--- src/logic/ssl_regs.svh ---
// Register offsets, field positions, reset values and timing counts of the status LED block
`ifndef SSL_REGS_SVH
`define SSL_REGS_SVH

`define SSL_ADR_W            8
`define SSL_OFS_CTRL         8'h00
`define SSL_OFS_CONTACT      8'h04
`define SSL_OFS_STATUS       8'h08
`define SSL_OFS_MASK         8'h0c
`define SSL_OFS_LEDSTATE     8'h10

`define SSL_CTRL_IDENT_BIT   0
`define SSL_CTRL_RESET       32'h0000_0000
`define SSL_CONTACT_RESET    10'h000
`define SSL_MASK_RESET       4'h0

`define SSL_EV_FAULT_BIT     0
`define SSL_EV_SUPPLY_BIT    1
`define SSL_EV_DISC_BIT      2
`define SSL_EV_FWDONE_BIT    3

`define SSL_LS_GREEN_BIT     0
`define SSL_LS_RED_BIT       1
`define SSL_LS_DISC_LSB      8

`define SSL_CLK_HZ           10000000
`define SSL_SLOW_HALF_MS     1000
`define SSL_FAST_HALF_MS     250
`define SSL_IDENT_HALF_MS    500
`define SSL_SLOW_HALF_CYC    (`SSL_CLK_HZ / 1000 * `SSL_SLOW_HALF_MS)
`define SSL_FAST_HALF_CYC    (`SSL_CLK_HZ / 1000 * `SSL_FAST_HALF_MS)
`define SSL_IDENT_HALF_CYC   (`SSL_CLK_HZ / 1000 * `SSL_IDENT_HALF_MS)

`endif

--- src/logic/ssl_pkg.sv ---
// Types shared by the status LED block
package ssl_pkg;
	typedef enum logic [1:0] {SSL_OFF, SSL_GREEN, SSL_RED, SSL_ORANGE} ssl_color_e;
	typedef logic [23:0] ssl_cnt_t;
endpackage

--- src/logic/ssl_flash_if.sv ---
// Flash phase signals passed from the prescaler to the LED logic
`timescale 1ns/100ps
`default_nettype none
interface ssl_flash_if;
	logic slow_ph;
	logic fast_ph;
	logic ident_ph;
	modport gen (output slow_ph, output fast_ph, output ident_ph);
	modport use_ph (input slow_ph, input fast_ph, input ident_ph);
endinterface
`default_nettype wire

--- src/logic/ssl_flash.sv ---
// Prescaler producing symmetric flash phases from the system clock
`include "ssl_regs.svh"
`timescale 1ns/100ps
`default_nettype none
module ssl_flash
	import ssl_pkg::*;
#(
	parameter int SLOW_HALF_CYC  = `SSL_SLOW_HALF_CYC,
	parameter int FAST_HALF_CYC  = `SSL_FAST_HALF_CYC,
	parameter int IDENT_HALF_CYC = `SSL_IDENT_HALF_CYC
) (
	input  wire logic   clk,
	input  wire logic   rst,
	ssl_flash_if.gen    ph
);
	ssl_cnt_t slow_cnt_ff, fast_cnt_ff, ident_cnt_ff;
	ssl_cnt_t nxt_slow_cnt, nxt_fast_cnt, nxt_ident_cnt;
	logic     slow_ff, fast_ff, ident_ff;
	logic     nxt_slow, nxt_fast, nxt_ident;

	// Each colour lasts exactly one half period
	always_comb begin
		nxt_slow_cnt  = slow_cnt_ff + 24'h1;
		nxt_slow      = slow_ff;
		nxt_fast_cnt  = fast_cnt_ff + 24'h1;
		nxt_fast      = fast_ff;
		nxt_ident_cnt = ident_cnt_ff + 24'h1;
		nxt_ident     = ident_ff;
		if (slow_cnt_ff == ssl_cnt_t'(SLOW_HALF_CYC - 1)) begin
			nxt_slow_cnt = '0;
			nxt_slow     = ~slow_ff;
		end
		if (fast_cnt_ff == ssl_cnt_t'(FAST_HALF_CYC - 1)) begin
			nxt_fast_cnt = '0;
			nxt_fast     = ~fast_ff;
		end
		if (ident_cnt_ff == ssl_cnt_t'(IDENT_HALF_CYC - 1)) begin
			nxt_ident_cnt = '0;
			nxt_ident     = ~ident_ff;
		end
	end

	always_ff @(posedge clk or posedge rst) begin
		if (rst) begin
			slow_cnt_ff  <= '0;
			fast_cnt_ff  <= '0;
			ident_cnt_ff <= '0;
			slow_ff      <= 1'b1;
			fast_ff      <= 1'b1;
			ident_ff     <= 1'b1;
		end else begin
			slow_cnt_ff  <= nxt_slow_cnt;
			fast_cnt_ff  <= nxt_fast_cnt;
			ident_cnt_ff <= nxt_ident_cnt;
			slow_ff      <= nxt_slow;
			fast_ff      <= nxt_fast;
			ident_ff     <= nxt_ident;
		end
	end

	assign ph.slow_ph  = slow_ff;
	assign ph.fast_ph  = fast_ff;
	assign ph.ident_ph = ident_ff;
endmodule // ssl_flash
`default_nettype wire

--- src/logic/ssl_led_top.sv ---
// Status LED logic of a fail-safe terminal I/O module with a Wishbone register slave
// Contract
// - Ready green when operational and link cyclic
// - Ready orange while link is being set up
// - Ready red while FAULT_ACTIVE, unless download, download complete or identify is active
// - Firmware download flashes green/red at 0.5 Hz
// - Download complete flashes green/red at 2 Hz
// - Identify flashes green/orange or red/orange
// - Switchable supply LEDs on healthy, red on fault
// - Fixed supply LED on healthy, red on fault
// - NC/NC pair: differing channels light second red
// - NC/NC pair: both inactive leaves both dark
// - NC/NC pair: both active lights both green
// - NC/NO pair: equal channels light second red
// - NC/NO pair: first off, second on, dark
// - NC/NO pair: first on, second off, green
// - Plain input LED green when active
// - Safe output LED green while output active
// - Readback LED green when both lines inactive
`include "ssl_regs.svh"
`timescale 1ns/100ps
`default_nettype none
module ssl_led_top
	import ssl_pkg::*;
#(
	parameter int SLOW_HALF_CYC  = `SSL_SLOW_HALF_CYC,
	parameter int FAST_HALF_CYC  = `SSL_FAST_HALF_CYC,
	parameter int IDENT_HALF_CYC = `SSL_IDENT_HALF_CYC
) (
	input  wire logic        REF_CLK,
	input  wire logic        RESET,
	input  wire logic        WB_CYC_I,
	input  wire logic        WB_STB_I,
	input  wire logic        WB_WE_I,
	input  wire logic [7:0]  WB_ADR_I,
	input  wire logic [3:0]  WB_SEL_I,
	input  wire logic [31:0] WB_DAT_I,
	output logic      [31:0] WB_DAT_O,
	output logic             WB_ACK_O,
	output logic             IRQ,
	input  wire logic        LINK_CYCLIC,
	input  wire logic        LINK_SETUP,
	input  wire logic        FAULT_ACTIVE,
	input  wire logic        FW_DOWNLOADING,
	input  wire logic        FW_DONE,
	input  wire logic        SUPPLY_A_FAULT,
	input  wire logic        SUPPLY_B_FAULT,
	input  wire logic        SUPPLY_FIX_FAULT,
	input  wire logic [19:0] DUAL_CHANNEL_SAFE_INPUT,
	input  wire logic [3:0]  PLAIN_DIGITAL_INPUT,
	input  wire logic [3:0]  SAFE_OUT_POS,
	input  wire logic [3:0]  SAFE_OUT_NEG,
	output logic             READY_GREEN,
	output logic             READY_RED,
	output logic             SUPPLY_A_ON,
	output logic             SUPPLY_A_RED,
	output logic             SUPPLY_B_ON,
	output logic             SUPPLY_B_RED,
	output logic             SUPPLY_FIX_ON,
	output logic             SUPPLY_FIX_RED,
	output logic      [19:0] SAFE_IN_GREEN,
	output logic      [19:0] SAFE_IN_RED,
	output logic      [3:0]  PLAIN_IN_GREEN,
	output logic      [3:0]  SAFE_OUT_GREEN,
	output logic      [3:0]  READBACK_GREEN
);
	ssl_flash_if flash ();

	ssl_flash #(
		.SLOW_HALF_CYC  (SLOW_HALF_CYC),
		.FAST_HALF_CYC  (FAST_HALF_CYC),
		.IDENT_HALF_CYC (IDENT_HALF_CYC)
	) u_flash (
		.clk (REF_CLK),
		.rst (RESET),
		.ph  (flash.gen)
	);

	// Terminal pins are asynchronous; only the second stage is read
	logic [31:0] sync1_ff, sync2_ff;
	always_ff @(posedge REF_CLK or posedge RESET) begin
		if (RESET) begin
			sync1_ff <= '0;
			sync2_ff <= '0;
		end else begin
			sync1_ff <= {SAFE_OUT_NEG, SAFE_OUT_POS, PLAIN_DIGITAL_INPUT, DUAL_CHANNEL_SAFE_INPUT};
			sync2_ff <= sync1_ff;
		end
	end
	logic [19:0] safe_s;
	logic [3:0]  plain_s, pos_s, neg_s;
	assign safe_s  = sync2_ff[19:0];
	assign plain_s = sync2_ff[23:20];
	assign pos_s   = sync2_ff[27:24];
	assign neg_s   = sync2_ff[31:28];

	function automatic logic [31:0] lane_merge(input logic [31:0] old_v, input logic [31:0] new_v,
		input logic [3:0] sel);
		logic [31:0] r;
		r = old_v;
		for (int i = 0; i < 4; i++) begin
			if (sel[i]) begin
				r[8*i +: 8] = new_v[8*i +: 8];
			end
		end
		return r;
	endfunction

	// Pair decode: {first green, second green, second red}
	function automatic logic [2:0] pair_decode(input logic a, input logic b, input logic no_contact);
		logic b_eff;
		logic disc;
		b_eff = b ^ no_contact;
		disc  = a ^ b_eff;
		return {a & b_eff, a & b_eff, disc};
	endfunction

	// Register bus
	logic        req, wr;
	logic        ack_ff, nxt_ack;
	logic [31:0] rdata_ff, nxt_rdata;
	logic        ident_ff, nxt_ident;
	logic [9:0]  contact_ff, nxt_contact;
	logic [3:0]  status_ff, nxt_status;
	logic [3:0]  mask_ff, nxt_mask;
	logic        irq_ff, nxt_irq;
	logic [3:0]  events;
	logic [3:0]  clr;
	logic [31:0] merged, ctrl_m, contact_m, mask_m;
	// A literal cannot be bit-selected, so the reset word is held as a constant
	localparam logic [31:0] ctrl_rst = `SSL_CTRL_RESET;
	logic [9:0]  disc_v;
	logic        rdy_g_ff, rdy_r_ff;

	assign req    = WB_CYC_I & WB_STB_I & ~ack_ff;
	assign wr     = WB_CYC_I & WB_STB_I & WB_WE_I & ack_ff;
	assign merged = lane_merge(32'h0000_0000, WB_DAT_I, WB_SEL_I);
	assign ctrl_m    = lane_merge({31'h0, ident_ff}, WB_DAT_I, WB_SEL_I);
	assign contact_m = lane_merge({22'h0, contact_ff}, WB_DAT_I, WB_SEL_I);
	assign mask_m    = lane_merge({28'h0, mask_ff}, WB_DAT_I, WB_SEL_I);

	always_comb begin
		nxt_ack     = req;
		nxt_rdata   = rdata_ff;
		nxt_ident   = ident_ff;
		nxt_contact = contact_ff;
		nxt_mask    = mask_ff;
		clr         = 4'h0;
		if (req) begin
			if (WB_ADR_I == `SSL_OFS_CTRL) begin
				nxt_rdata = {31'h0, ident_ff};
			end else if (WB_ADR_I == `SSL_OFS_CONTACT) begin
				nxt_rdata = {22'h0, contact_ff};
			end else if (WB_ADR_I == `SSL_OFS_STATUS) begin
				nxt_rdata = {28'h0, status_ff};
			end else if (WB_ADR_I == `SSL_OFS_MASK) begin
				nxt_rdata = {28'h0, mask_ff};
			end else if (WB_ADR_I == `SSL_OFS_LEDSTATE) begin
				nxt_rdata = {14'h0, disc_v, 6'h0, rdy_r_ff, rdy_g_ff};
			end else begin
				nxt_rdata = 32'h0000_0000;
			end
		end
		if (wr) begin
			if (WB_ADR_I == `SSL_OFS_CTRL) begin
				nxt_ident = ctrl_m[`SSL_CTRL_IDENT_BIT];
			end else if (WB_ADR_I == `SSL_OFS_CONTACT) begin
				nxt_contact = contact_m[9:0];
			end else if (WB_ADR_I == `SSL_OFS_STATUS) begin
				clr = merged[3:0];
			end else if (WB_ADR_I == `SSL_OFS_MASK) begin
				nxt_mask = mask_m[3:0];
			end
		end
		// Set beats clear so an event in the clearing cycle survives
		nxt_status = (status_ff & ~clr) | events;
		nxt_irq    = |(nxt_status & nxt_mask);
	end

	always_ff @(posedge REF_CLK or posedge RESET) begin
		if (RESET) begin
			ack_ff     <= 1'b0;
			rdata_ff   <= 32'h0000_0000;
			ident_ff   <= ctrl_rst[`SSL_CTRL_IDENT_BIT];
			contact_ff <= `SSL_CONTACT_RESET;
			status_ff  <= 4'h0;
			mask_ff    <= `SSL_MASK_RESET;
			irq_ff     <= 1'b0;
		end else begin
			ack_ff     <= nxt_ack;
			rdata_ff   <= nxt_rdata;
			ident_ff   <= nxt_ident;
			contact_ff <= nxt_contact;
			status_ff  <= nxt_status;
			mask_ff    <= nxt_mask;
			irq_ff     <= nxt_irq;
		end
	end

	assign WB_ACK_O = ack_ff;
	assign WB_DAT_O = rdata_ff;
	assign IRQ      = irq_ff;

	// Ready indicator and event edges
	ssl_color_e  ready_ff, nxt_ready;
	logic        nxt_rdy_g, nxt_rdy_r;
	logic        ident_red_ff, nxt_ident_red;
	logic [4:0]  prev_ff, nxt_prev;
	logic        supply_any;

	assign supply_any = SUPPLY_A_FAULT | SUPPLY_B_FAULT | SUPPLY_FIX_FAULT;

	always_comb begin
		nxt_prev      = {ident_ff, FW_DONE, |disc_v, supply_any, FAULT_ACTIVE};
		events        = nxt_prev[3:0] & ~prev_ff[3:0];
		nxt_ident_red = ident_red_ff;
		// Pair choice is frozen at the moment identify switches on
		if (ident_ff & ~prev_ff[4]) begin
			nxt_ident_red = (ready_ff == SSL_RED);
		end
		if (FW_DONE) begin
			nxt_ready = flash.fast_ph ? SSL_GREEN : SSL_RED;
		end else if (FW_DOWNLOADING) begin
			nxt_ready = flash.slow_ph ? SSL_GREEN : SSL_RED;
		end else if (ident_ff) begin
			if (flash.ident_ph) begin
				nxt_ready = SSL_ORANGE;
			end else begin
				nxt_ready = nxt_ident_red ? SSL_RED : SSL_GREEN;
			end
		end else if (FAULT_ACTIVE) begin
			nxt_ready = SSL_RED;
		end else if (LINK_CYCLIC) begin
			nxt_ready = SSL_GREEN;
		end else if (LINK_SETUP) begin
			nxt_ready = SSL_ORANGE;
		end else begin
			nxt_ready = SSL_OFF;
		end
		case (nxt_ready)
			SSL_GREEN: begin
				nxt_rdy_g = 1'b1;
				nxt_rdy_r = 1'b0;
			end
			SSL_RED: begin
				nxt_rdy_g = 1'b0;
				nxt_rdy_r = 1'b1;
			end
			SSL_ORANGE: begin
				nxt_rdy_g = 1'b1;
				nxt_rdy_r = 1'b1;
			end
			default: begin
				nxt_rdy_g = 1'b0;
				nxt_rdy_r = 1'b0;
			end
		endcase
	end

	always_ff @(posedge REF_CLK or posedge RESET) begin
		if (RESET) begin
			ready_ff     <= SSL_OFF;
			rdy_g_ff     <= 1'b0;
			rdy_r_ff     <= 1'b0;
			ident_red_ff <= 1'b0;
			prev_ff      <= 5'h00;
		end else begin
			ready_ff     <= nxt_ready;
			rdy_g_ff     <= nxt_rdy_g;
			rdy_r_ff     <= nxt_rdy_r;
			ident_red_ff <= nxt_ident_red;
			prev_ff      <= nxt_prev;
		end
	end

	assign READY_GREEN = rdy_g_ff;
	assign READY_RED   = rdy_r_ff;

	// Terminal and supply LEDs
	logic [19:0] nxt_safe_g, nxt_safe_r;
	logic [5:0]  nxt_sup, sup_ff;
	logic [19:0] safe_g_ff, safe_r_ff;
	logic [3:0]  plain_ff, out_ff, rb_ff;

	genvar gp;
	generate
		for (gp = 0; gp < 10; gp++) begin : g_pair
			logic [2:0] dec;
			assign dec                  = pair_decode(safe_s[2*gp], safe_s[2*gp+1], contact_ff[gp]);
			assign nxt_safe_g[2*gp]     = dec[2];
			assign nxt_safe_g[2*gp+1]   = dec[1];
			assign nxt_safe_r[2*gp]     = 1'b0;
			assign nxt_safe_r[2*gp+1]   = dec[0];
			assign disc_v[gp]           = dec[0];
		end
	endgenerate

	always_comb begin
		nxt_sup = {~SUPPLY_A_FAULT, SUPPLY_A_FAULT, ~SUPPLY_B_FAULT, SUPPLY_B_FAULT,
			~SUPPLY_FIX_FAULT, SUPPLY_FIX_FAULT};
	end

	always_ff @(posedge REF_CLK or posedge RESET) begin
		if (RESET) begin
			safe_g_ff <= '0;
			safe_r_ff <= '0;
			plain_ff  <= 4'h0;
			out_ff    <= 4'h0;
			rb_ff     <= 4'h0;
			sup_ff    <= 6'h00;
		end else begin
			safe_g_ff <= nxt_safe_g;
			safe_r_ff <= nxt_safe_r;
			plain_ff  <= plain_s;
			out_ff    <= pos_s;
			rb_ff     <= ~(pos_s | neg_s);
			sup_ff    <= nxt_sup;
		end
	end

	assign SAFE_IN_GREEN  = safe_g_ff;
	assign SAFE_IN_RED    = safe_r_ff;
	assign PLAIN_IN_GREEN = plain_ff;
	assign SAFE_OUT_GREEN = out_ff;
	assign READBACK_GREEN = rb_ff;
	assign SUPPLY_A_ON    = sup_ff[5];
	assign SUPPLY_A_RED   = sup_ff[4];
	assign SUPPLY_B_ON    = sup_ff[3];
	assign SUPPLY_B_RED   = sup_ff[2];
	assign SUPPLY_FIX_ON  = sup_ff[1];
	assign SUPPLY_FIX_RED = sup_ff[0];
endmodule // ssl_led_top
`default_nettype wire

--- config.mk ---
export PLATFORM = sky130hd
export DESIGN_NAME = ssl_led_top
export DESIGN_NICKNAME = d
export VERILOG_FILES = /design/src/logic/ssl_pkg.sv /design/src/logic/ssl_flash_if.sv /design/src/logic/ssl_flash.sv /design/src/logic/ssl_led_top.sv
export VERILOG_INCLUDE_DIRS = /design/src /design/src/logic
export SDC_FILE = /design/constraint.sdc
export NUM_CORES = 1
export LEC_CHECK = 0
export BUFFER_PORTS_ARGS = -buffer_cell sky130_fd_sc_hd__buf_2
export CORE_UTILIZATION = 35
export CTS_CLUSTER_SIZE = 25
export DETAILED_ROUTE_END_ITERATION = 16
export PLACE_DENSITY = 0.66
export SLEW_MARGIN = 15
export SYNTH_ARGS = -nofsm -noshare
export SYNTH_HDL_FRONTEND = slang
export SYNTH_HIERARCHICAL = 1
export SYNTH_SLANG_ARGS = --single-unit
--- constraint.sdc ---
create_clock -name REF_CLK -period 7.2 [get_ports REF_CLK]
set_input_delay 1.44 -clock REF_CLK [delete_from_list [all_inputs] [get_ports REF_CLK]]
set_output_delay 1.44 -clock REF_CLK [all_outputs]
set_load 0.01 [all_outputs]
Word-level counts from Yosys, hierarchy flattened --
Index checks and enable logic that the tools add are counted.
Word-level totals: register bits after elaboration 249, input bits 89, output and inout port bits 94
Cells by class: reduce and logical (&&, ||, !) cells 8, add/subtract/negate cells 3, bitwise operators 54, multiplexer cells 32, equality and inequality tests 11
Operator list (count):
- 18-bit 2-to-1 mux | 5
- 24-bit by 1-bit adder with 24-bit output (second input constant) | 3
- 24-bit 2-to-1 mux | 3
- 4-bit 2-to-1 mux | 11
- 24-bit by 22-bit == test with 1-bit output (second input constant) | 1
- 24-bit by 23-bit == test with 1-bit output (second input constant) | 1
- 24-bit == test (second input constant) | 1
- 2-bit 2-to-1 mux | 10
- 1-bit XOR | 20
- 8-bit by 4-bit == test with 1-bit output (second input constant) | 2
- 1-bit AND | 15
- 4-bit AND | 3
- 4-bit NOT | 3
- 10-bit OR reduction | 1
- 1-bit NOT | 9
- 8-bit by 3-bit == test with 1-bit output (second input constant) | 1
- 8-bit by 5-bit == test with 1-bit output (second input constant) | 1
- 8-bit zero test | 1
- 4-bit OR | 2
- 4-bit AND reduction | 2
- 2-bit == test (second input constant) | 3
- 2-bit OR reduction | 2
- 4-bit OR reduction | 1
- 1-bit 2-to-1 mux | 3
- 3 further kinds | 4

Logic depth before layout (Yosys ltp) --
Gate-level depths: netlist of the first run.
word-level depth 11, depth in mapped cells 7

Cells and area by module --
Netlist of the first run, hierarchy kept.
Modules (own cells, without submodules):
- ssl_led_top | sequential area each 3753.6 um2, cells an instance 380, instances 1, area an instance 5316.3 um2
- ssl_flash | sequential area each 1880.6 um2, cells an instance 348, instances 1, area an instance 3627.2 um2

Worst setup path before layout of the first run --
Ideal clock, no wire load.
kind input to register, start in WB_ADR_I[7], end reg contact_ff[8], required time 7.073 ns, arrival 3.086 ns, slack 3.986 ns, path buffers 1, stages 5, path through or4_4 buf_6 nor4_4 and3_1 mux2_1
Between the ends: cells in the longest elaborated chain, start to end 3, elaborated cells between the ends (all ways) 4
Ends and longest elaborated chain:
- start: declaration | RTL line ssl_led_top.sv:35 | input wire logic [7:0] WB_ADR_I,
- 8-bit zero test (no line)
- 1-bit NOT (no line)
- 4-bit AND reduction (no line) (*)
- end signal: assignment | RTL line ssl_led_top.sv:185 | contact_ff <= `SSL_CONTACT_RESET;
- end signal: assignment | RTL line ssl_led_top.sv:193 | contact_ff <= nxt_contact;
- end: declaration | RTL line ssl_led_top.sv:123 | logic [9:0] contact_ff, nxt_contact;
Mark *: on every way between the ends. The rest lies on a longest branch, timed or not. A chain may end at the register's enable or synchronous reset.

Final worst setup path of the first run --
start in WB_ADR_I[7], end reg contact_ff[4]
The elaborated chain is that of the path after synthesis.

==> results of run 1 <==
worst register-to-register path, stage by stage (launching register included):
cell,delay [ps]
dfrtp_1,440
xor2_1,190
ha_1,380
nor4_1,480
a31oi_1,180
o21ai_0,210
nand4_1,110
logic make-up (layout without fill, tap and decap cells):
kind of cell | count (synthesis) | in the layout | share of synthesized area, %
fa+ha+maj | 13 | 13 | 1.82
flops | 225 | 225 | 63.0
other cells | 1 | 26 | 0.0419
mux | 16 | 16 | 2.29
compound gates | 63 | 63 | 4.57
xor+xnor | 66 | 66 | 6.46
simple gates | 272 | 272 | 17.1
buf+inv | 72 | 201 | 4.74
sequential cells by signal, summed over array words and instances (netlist names), 2 cells and up:
register / count
mask_ff: 4
sync2_ff: 32
SAFE_IN_RED: 10
status_ff: 4
u_flash/fast_cnt_ff: 24
READBACK_GREEN: 4
sync1_ff: 32
SAFE_IN_GREEN: 10
SAFE_OUT_GREEN: 4
u_flash/slow_cnt_ff: 24
prev_ff: 5
contact_ff: 10
PLAIN_IN_GREEN: 4
WB_DAT_O: 18
u_flash/ident_cnt_ff: 24
sup_ff: 6
ready_ff: 2
cells in the final DEF, fill, tap and decap left out, types with 4 or more instances in the layout:
master	synthesis	routed
conb_1	1	24
mux2_2	8	8
bufinv_16	0	6
nand2_1	71	71
nor4b_1	4	4
mux2_4	4	4
nor4_1	6	6
clkinv_2	0	7
nand4_1	22	22
buf_2	9	134
dfrtp_1	222	222
xnor2_1	16	16
and3_1	8	8
clkbuf_16	0	25
inv_1	17	15
o31ai_1	4	4
and4_1	11	11
a21oi_1	11	11
nor2b_1	14	14
buf_4	34	4
o21ai_0	19	19
nand2b_1	4	4
ha_1	13	13
nor3_1	11	11
a22oi_1	8	8
nand3_1	39	39
xor2_1	50	50
or3_1	7	7
or4_1	5	5
nor2_1	45	45
metal layers:
layer  up-vias  wire (µm)
li1       2720          -
met1      2781       8210
met2       138       8070
met3        24       1070
met4         0        303
met5         -          0
power groups by stage:
| stage | sequential [W] | clock (W) | combinational [W] |
|---|---|---|---|
| floorplan | 0.00134 | 0 | 0.0000649 |
| global placement | 0.00133 | 0 | 0.000115 |
| detailed placement | 0.00133 | 0 | 0.000117 |
| CTS | 0.00131 | 0.00142 | 0.000117 |
| global route | 0.00131 | 0.00147 | 0.000129 |
| finish | 0.00131 | 0.00137 | 0.000114 |
per-stage QoR:
step	worst slack, ps	hold WS, ps
2_1_floorplan	1720	331
3_3_place_gp	3670	332
3_5_place_dp	3650	335
4_1_cts	4170	347
5_1_grt	4070	351
6_report	4160	344
layout make-up:
class	instances	area [µm²]	area share, %
tap	330	413	3.86
multi-input combinational	454	2970	27.8
timing repair buffer	138	701	6.55
antenna	2	5.00	0.0468
inverter	17	68.8	0.643
clock buffer	30	664	6.21
sequential	225	5630	52.7
clock inverter	16	240	2.25
worst paths after layout:
check                         startpoint  slack [ps]  cells past startpoint             to
setup / recovery             WB_ADR_I[7]        4160                      5  contact_ff[4]
min in group asynchronous          RESET        1120                      2   sync2_ff[21]
hold / removal              sync1_ff[19]         340                      0   sync2_ff[19]
max in group asynchronous          RESET        4900                      3     mask_ff[1]
setup reg to reg           contact_ff[0]        5080                      6            IRQ
hold reg to reg             sync1_ff[19]         340                      0   sync2_ff[19]
==> run metrics, run 1 <==
Die Span Y 162 µm; Final Non-Filler Cells 1,212; number of global-route vias before repair 5,476; max-cap violations 0; YS warnings 6; Chip Width 162 µm; Synth Cell Area 8940 µm²; first-pass GRT wire length 29,000 µm; post-detail-place hpwl 12,200 µm; Post-synth EDFFs 0; Crit-path slowest cell or4_4; overall power 0.00280 W; worst min-delay path category flip-flop to flip-flop; cell with the most instances after synthesis dfrtp_1; post-synthesis cell count 728; sequential area share after synthesis 63.0%; TritonCTS buffer count 25; Setup Skew 18.7 ps; Slew @ Worst Pin 935 ps; Synth cell types 59; met1 usage 19.2%; CP max stage delay 610 ps; flops & latches, synth 225; P_sw 0.000588 W; CP bufs+invs 1; met3 Usage GRT 2.99%; Pint 0.00221 W; clk buf depth 3; Synth area leaders dfrtp_1, xor2_1, nand2_1, buf_4, nand3_1; Fin. Hold Viols 0; TritonCTS clock tree built; core area 25,100 µm²; Max Fclk 0.329 GHz; Post-synth top flop dfrtp_1; period utilization 42.3%; peak supply drop 177 µV; Comb power frac 4.1%; vias per inst 4.67; family with the most delay on the worst path simple AND/OR/NAND/NOR gates; Static Leak 5.14 nW; crit-path cells buf_2 > or4_4 > nor4_4 > nand3_4 > mux2_4; asr flop ratio synth 100%; Post-Place Cell Area 9790 µm²; gr usage total 13.7%; GR Layer Usage met2 21.6%; crit path capture type flip-flop; CTS clk-pin slew, worst paths 60 ps; largest net degree at the start of global routing 103; RD Place Congestion 0.824; Final Routed Wirelength 17,700 µm; Worst EP required 7600 ps; Design Area, Final 10,700 µm²; clk root buf clkbuf_16; Power Dens Cells 262 nW/µm²; drt pass-1 iters 4; cts hold-fix bufs 0; Top Usage Layer GRT met2; RSZ-0062 raised after global routing false; critical path peak fanout 11; DRC violations left 0; share of layout cells above drive strength 1 24.7%; Final nets 963; Max-slew headroom 37.7%; Routed Antenna Nets 0; Boundary Pins 183; Net Sw Frac 21.0%; synth cell count leaders dfrtp_1, nand2_1, xor2_1; pins over their slew limit 0; starting density of the core 35.6%; antenna violations before repair 2; clock latency on the worst-skew pair 510 ps; # H-tree levels 1; Iteration-0 DRC Markers 364; Synth top area share 62.1%; Final Util 42.6%; Seq pwr share 46.9%; post-cts resize count 0; clock sinks 225; Area Overhead vs Synth 19.6%; Arrival @ worst endpoint 3440 ps; outcome complete, no violations; fin crit period 3040 ps; post-route setup TNS 0 ps; final setup vio count 0; Setup CP Type primary input to flip-flop; Die ar. 26,200 µm²; Yosys top cell by area dfrtp_1; wire length per cell 14.6 µm; Post-Syn Area per Cell 12.3 µm²; Vias 5,663; Clock Power Share 49.1%; Core Rows 58; post-CTS setup buffers 0; Fillers 2,383; crit start category primary input; Port-buffer cells 134; placed cells 1,164; grt total ovfl 0
Power figures use the tool's default switching activity.
==> run 2: changes to the inputs <==
Settings changed: ABC_AREA set to 1, PLACE_DENSITY 0.66 to 0.68.
Clock period 7.2 ns to 2.5 ns, I/O delays scaled along.
==> run metrics, run 2 <==
outcome complete, no violations; mux share of post-synthesis cell area 0.233%; synth cell count leaders nand2_1, dfrtp_1, nor2_1; Synth Area in Compound Gates 2.29%; TritonCTS buffer count 25; Yosys top cell by area dfrtp_1; Chip Width 168 µm; Setup Skew 17.0 ps; # H-tree levels 1; starting density of the core 35.8%; GR Layer Usage met2 23.9%; RSZ-0062 raised after global routing false; Die Span Y 168 µm; cts hold-fix bufs 0; Max-slew headroom 42.9%; Slew @ Worst Pin 857 ps; Post-Synth Simple-Gate Area 25.1%; vias per inst 4.43; critical path peak fanout 3; worst r2r dst IRQ; share of layout cells above drive strength 1 19.3%; RR Startpoint contact_ff[2]; Final nets 1,305; final setup vio count 0; clock latency on the worst-skew pair 510 ps; most common cell type on the critical path nand2_1; fin crit period 1780 ps; Area Overhead vs Synth 18.5%; wire length per cell 12.6 µm; Power Dens Cells 672 nW/µm²; clk buf depth 3; Reg area 5630 µm²; YS warnings 6; Die ar. 28,300 µm²; most frequent cells in the layout nand2_1, dfrtp_1, nor2_1, inv_1, buf_2; Synth area leaders dfrtp_1, nand2_1, nor2_1, inv_1, nand3_1; largest net degree at the start of global routing 151; worst min-delay path category primary input to asynchronous set/reset pin; drt pass-1 iters 5; period utilization 71.2%; Arrival @ worst endpoint 2170 ps; CP max stage delay 430 ps; Boundary Pins 183; met1 usage 18.8%; Vias 6,921; gr usage total 14.3%; Max Fclk 0.562 GHz; Post-synth top flop dfrtp_1; clk root buf clkbuf_16; post-detail-place hpwl 14,500 µm; asr flop ratio synth 100%; top flop regs sync1_ff (32), sync2_ff (32); Crit-path slowest cell dfrtp_1; CTS clk-pin slew, worst paths 60 ps; Fillers 2,636; core area 27,000 µm²; pins over their slew limit 0; Fin. Hold Viols 0; Post-Syn Area per Cell 9.20 µm²; Iteration-0 DRC Markers 473; DRC violations left 0; post-cts resize count 0; cell with the most instances after synthesis nand2_1; post-synthesis cell count 1,052; flops & latches, synth 225; antenna violations before repair 3; crit start category flip-flop; crit path capture type flip-flop; Synth Area in Adders 1.68%; Synth cell types 38; crit-path cells xor2_1 > ha_1 > nor2_1 > nand2_1 > nor2_1 > nand2_1 > nand2_1 > nand2_1 > nand2_1 > nand2_1 > inv_1 > nand2_1; number of global-route vias before repair 6,644; max-cap violations 0; Synth Cell Area 9680 µm²; Static Leak 6.02 nW; Core Rows 60; largest family of logic cells by synthesized area simple AND/OR/NAND/NOR gates; Worst EP required 2890 ps; Final Util 42.5%; sequential area share after synthesis 58.2%; Post-synth EDFFs 0; post-CTS setup buffers 0; commonest non-fill, non-tap cell in the layout nand2_1; Synth top area share 57.4%; clock sinks 225; area of the multi-input gates 3330 µm²; setup slack, reg-to-reg 720 ps; xor and xnor area share after synthesis 4.16%; peak supply drop 371 µV; Routed Antenna Nets 0; Top Usage Layer GRT met2; grt total ovfl 0; Setup CP Type flip-flop to flip-flop; TritonCTS clock tree built; post-route setup TNS 0 ps; Final Routed Wirelength 19,700 µm; first-pass GRT wire length 33,000 µm; met3 Usage GRT 3.10%; Port-buffer cells 134; FF-to-FF path depth 12; RD Place Congestion 0.868
run 2: cell count changes after synthesis, moves of 13 or more:
cell	previous run	this run
nor2_4	0	13
nand3_1	39	74
nor2_1	45	148
nand2_1	71	257
inv_1	17	138
nor2b_1	14	0
run 2: per-layer routing:
layer	part of all wire, %	wire, µm
met4	1.8	349
met2	47	9210
met3	5.9	1170
met1	46	8970
met5	0.066	13
run 2: worst max-delay path by stage:
| stage | startpoint | endpoint | slack, ps | cells past startpoint |
|---|---|---|---|---|
| 2_1_floorplan | RESET | u_flash/fast_cnt_ff[0] | 90 | 1 |
| 3_3_place_gp | WB_ADR_I[7] | contact_ff[3] | 570 | 6 |
| 3_5_place_dp | WB_ADR_I[7] | contact_ff[6] | 550 | 7 |
| 4_1_cts | contact_ff[2] | IRQ | 700 | 12 |
| 5_1_grt | contact_ff[2] | IRQ | 590 | 12 |
| 6_report | contact_ff[2] | IRQ | 720 | 12 |
run 2: stage by stage:
stage          hold slack (ps)  area (µm²)  setup slack, ps  power, W  cells
6_report                  85.3       11500              721   0.00771   1563
4_1_cts                   71.6       11500              698   0.00783   1561
5_1_grt                   70.2       11500              589   0.00805   1561
3_5_place_dp               335       10700              550   0.00419   1517
3_3_place_gp               331       10700              569   0.00418   1517
2_1_floorplan              331        9770             95.0   0.00405   1075
run 2: critical path, delay by kind of cell (launching register included):
kind	cells	cell delay, ps
DFF	1	430
and+or+nand+nor	9	680
xor gates and xnor gates	1	190
adders and majority gates	1	340
buffers and inverters	1	40
run 2: cell families (layout without fill, tap and decap cells):
group	count (synthesis)	after routing
and+or+nand+nor	548	548
DFF	225	225
buffers and inverters	179	324
xor gates and xnor gates	46	46
AOI/OAI and AO/OA	38	38
adders and majority gates	13	13
muxes	2	2
other	1	26
run 2: cell type report:
class                           count  share of cell area (%)
Inverter                          143                    4.73
Clock buffer                       35                    6.22
Timing Repair Buffer              137                    6.26
Clock inverter                      9                   0.883
Sequential cell                   225                    49.1
Multi-Input combinational cell    671                    29.0
Antenna cell                        2                  0.0436
Tap cell                          341                    3.72
run 2: power by group:
group	total [W]	internal, W	switching (W)	leakage, nW
combinational	0.000340	0.000114	0.000226	2.82
clock	0.00360	0.00219	0.00141	0.402
sequential	0.00378	0.00374	0.0000335	2.80
total	0.00771	0.00605	0.00167	6.02
==> run 3: changes to the inputs <==
Settings changed: ABC_AREA 1 to 0.
Clock period 2.5 ns to 1.45 ns, I/O delays scaled along.
==> run metrics, run 3 (same netlist as run 1, synthesis figures left out) <==
Port-buffer cells 134; TritonCTS clock tree built; first-pass GRT wire length 34,400 µm; most frequent cells in the layout dfrtp_1, buf_4, buf_2, nand2_1, xor2_1; crit start category flip-flop; peak supply drop 904 µV; Boundary Pins 183; clock latency on the worst-skew pair 520 ps; # H-tree levels 1; Final Non-Filler Cells 1,427; Die ar. 26,200 µm²; clk root buf clkbuf_16; Final Util 52.8%; core area 25,100 µm²; number of global-route vias before repair 6,729; Design Area, Final 13,200 µm²; max-cap violations 0; post-detail-place hpwl 14,500 µm; fin worst setup slack -361 ps; antenna violations before repair 2; grt total ovfl 0; fin crit period 1810 ps; placed cells 1,310; Setup Skew 18.5 ps; outcome complete, but fails checks; Setup CP Type flip-flop to flip-flop; Fin. Hold Viols 0; clk buf depth 3; final setup vio count 43; Power Dens Cells 1020 nW/µm²; period utilization 125%; Max Fclk 0.552 GHz; Post-Place Worst Slack -584 ps; wire length per cell 14.9 µm; Area Overhead vs Synth 48.1%; Chip Width 162 µm; Arrival @ worst endpoint 2190 ps; commonest non-fill, non-tap cell in the layout dfrtp_1; DRC violations left 0; Iteration-0 DRC Markers 448; RSZ-0062 raised after global routing true; share of layout cells above drive strength 1 46.0%; Die Span Y 162 µm; crit path capture type flip-flop; vias per inst 4.66; overall power 0.0136 W; drt pass-1 iters 6; pins over their slew limit 0; Vias 6,646; violated checks setup timing; Final Routed Wirelength 21,300 µm; Post-Place Cell Area 11,200 µm²; Worst EP required 1830 ps; Static Leak 6.47 nW; largest net degree at the start of global routing 41; clock sinks 225; worst min-delay path category primary input to flip-flop; Core Rows 58; top flop regs sync1_ff (32), sync2_ff (32); Routed Antenna Nets 0; starting density of the core 35.6%; critical path peak fanout 2; CTS clk-pin slew, worst paths 60 ps; Final nets 1,180; TritonCTS buffer count 25; gr usage total 16.1%; RD Place Congestion 0.809
## run 3: changes by cell type in the layout (fill, tap and decap cells not counted), moves of 14 or more
| cell | previous run | this run |
|---|---|---|
| nand2_1 | 257 | 65 |
| buf_4 | 1 | 150 |
| nor2_1 | 148 | 15 |
| inv_1 | 136 | 15 |
| nand3_1 | 74 | 26 |
| dlygate4sd3_1 | 0 | 41 |
| buf_6 | 0 | 23 |
| a21oi_1 | 18 | 2 |
| nor2b_1 | 0 | 14 |
## run 3: per-stage QoR
stage	hold WS [ps]	setup TNS (ps)
after floorplan	321	-120010
after CTS	0.612	-3400
after detailed placement	335	-19130
after global placement	331	-17590
final	30.8	-4670
after global routing	6.83	-9760
## run 3: path summary, 6_finish.rpt
check / startpoint / endpoint / slack, ps / depth (start not counted)
max in group asynchronous: RESET / u_flash/ph.slow_ph / 530 / 4
setup / recovery: contact_ff[4] / IRQ / -360 / 6
setup reg to reg: contact_ff[4] / IRQ / -360 / 6
hold reg to reg: sync2_ff[22] / PLAIN_IN_GREEN[2] / 350 / 0
min in group asynchronous: RESET / u_flash/fast_cnt_ff[5] / 350 / 3
hold / removal: WB_DAT_I[5] / contact_ff[5] / 30 / 2
## run 3: critical path, stage by stage, from the launching register on
cell	delay, ps
dfrtp_1	400
xor2_1	170
ha_1	350
nor4_4	390
a31oi_4	140
o21ai_2	140
nand4_1	90
## run 3: area by class of cell
class	count	area, µm²
Antenna cell	2	5.00
Sequential cell	225	5640
Fill cell	2067	11900
Clock inverter	13	138
Clock buffer	31	678
Multi-Input combinational cell	454	3660
Inverter	17	71.3
Timing Repair Buffer	355	2640
Tap cell	330	413
## run 3: layer usage
| layer | wire length, µm | track usage, % | up-vias | share of wire (%) |
|---|---|---|---|---|
| li1 | - | - | 3149 | - |
| met1 | 9050 | 21.1 | 3307 | 42 |
| met2 | 10800 | 27.5 | 156 | 51 |
| met3 | 1070 | 3.06 | 34 | 5.0 |
| met4 | 409 | 4.12 | 0 | 1.9 |
| met5 | 0 | 0 | - | 0 |
## run 3: repair_timing
action,CTS,global route
cloned,1,0
hold buffers,39,2
pin swaps,33,37
setup buffers,13,18
hold endpoints to repair,59,2
setup endpoints to repair,72,80
resized for setup,54,89
## run 3: report_power, final
group          switching [W]  total, W  internal [W]
Sequential         0.0000651   0.00652       0.00645
Combinational       0.000470  0.000862      0.000392
Clock                0.00248   0.00617       0.00369
Total                0.00302    0.0136        0.0105
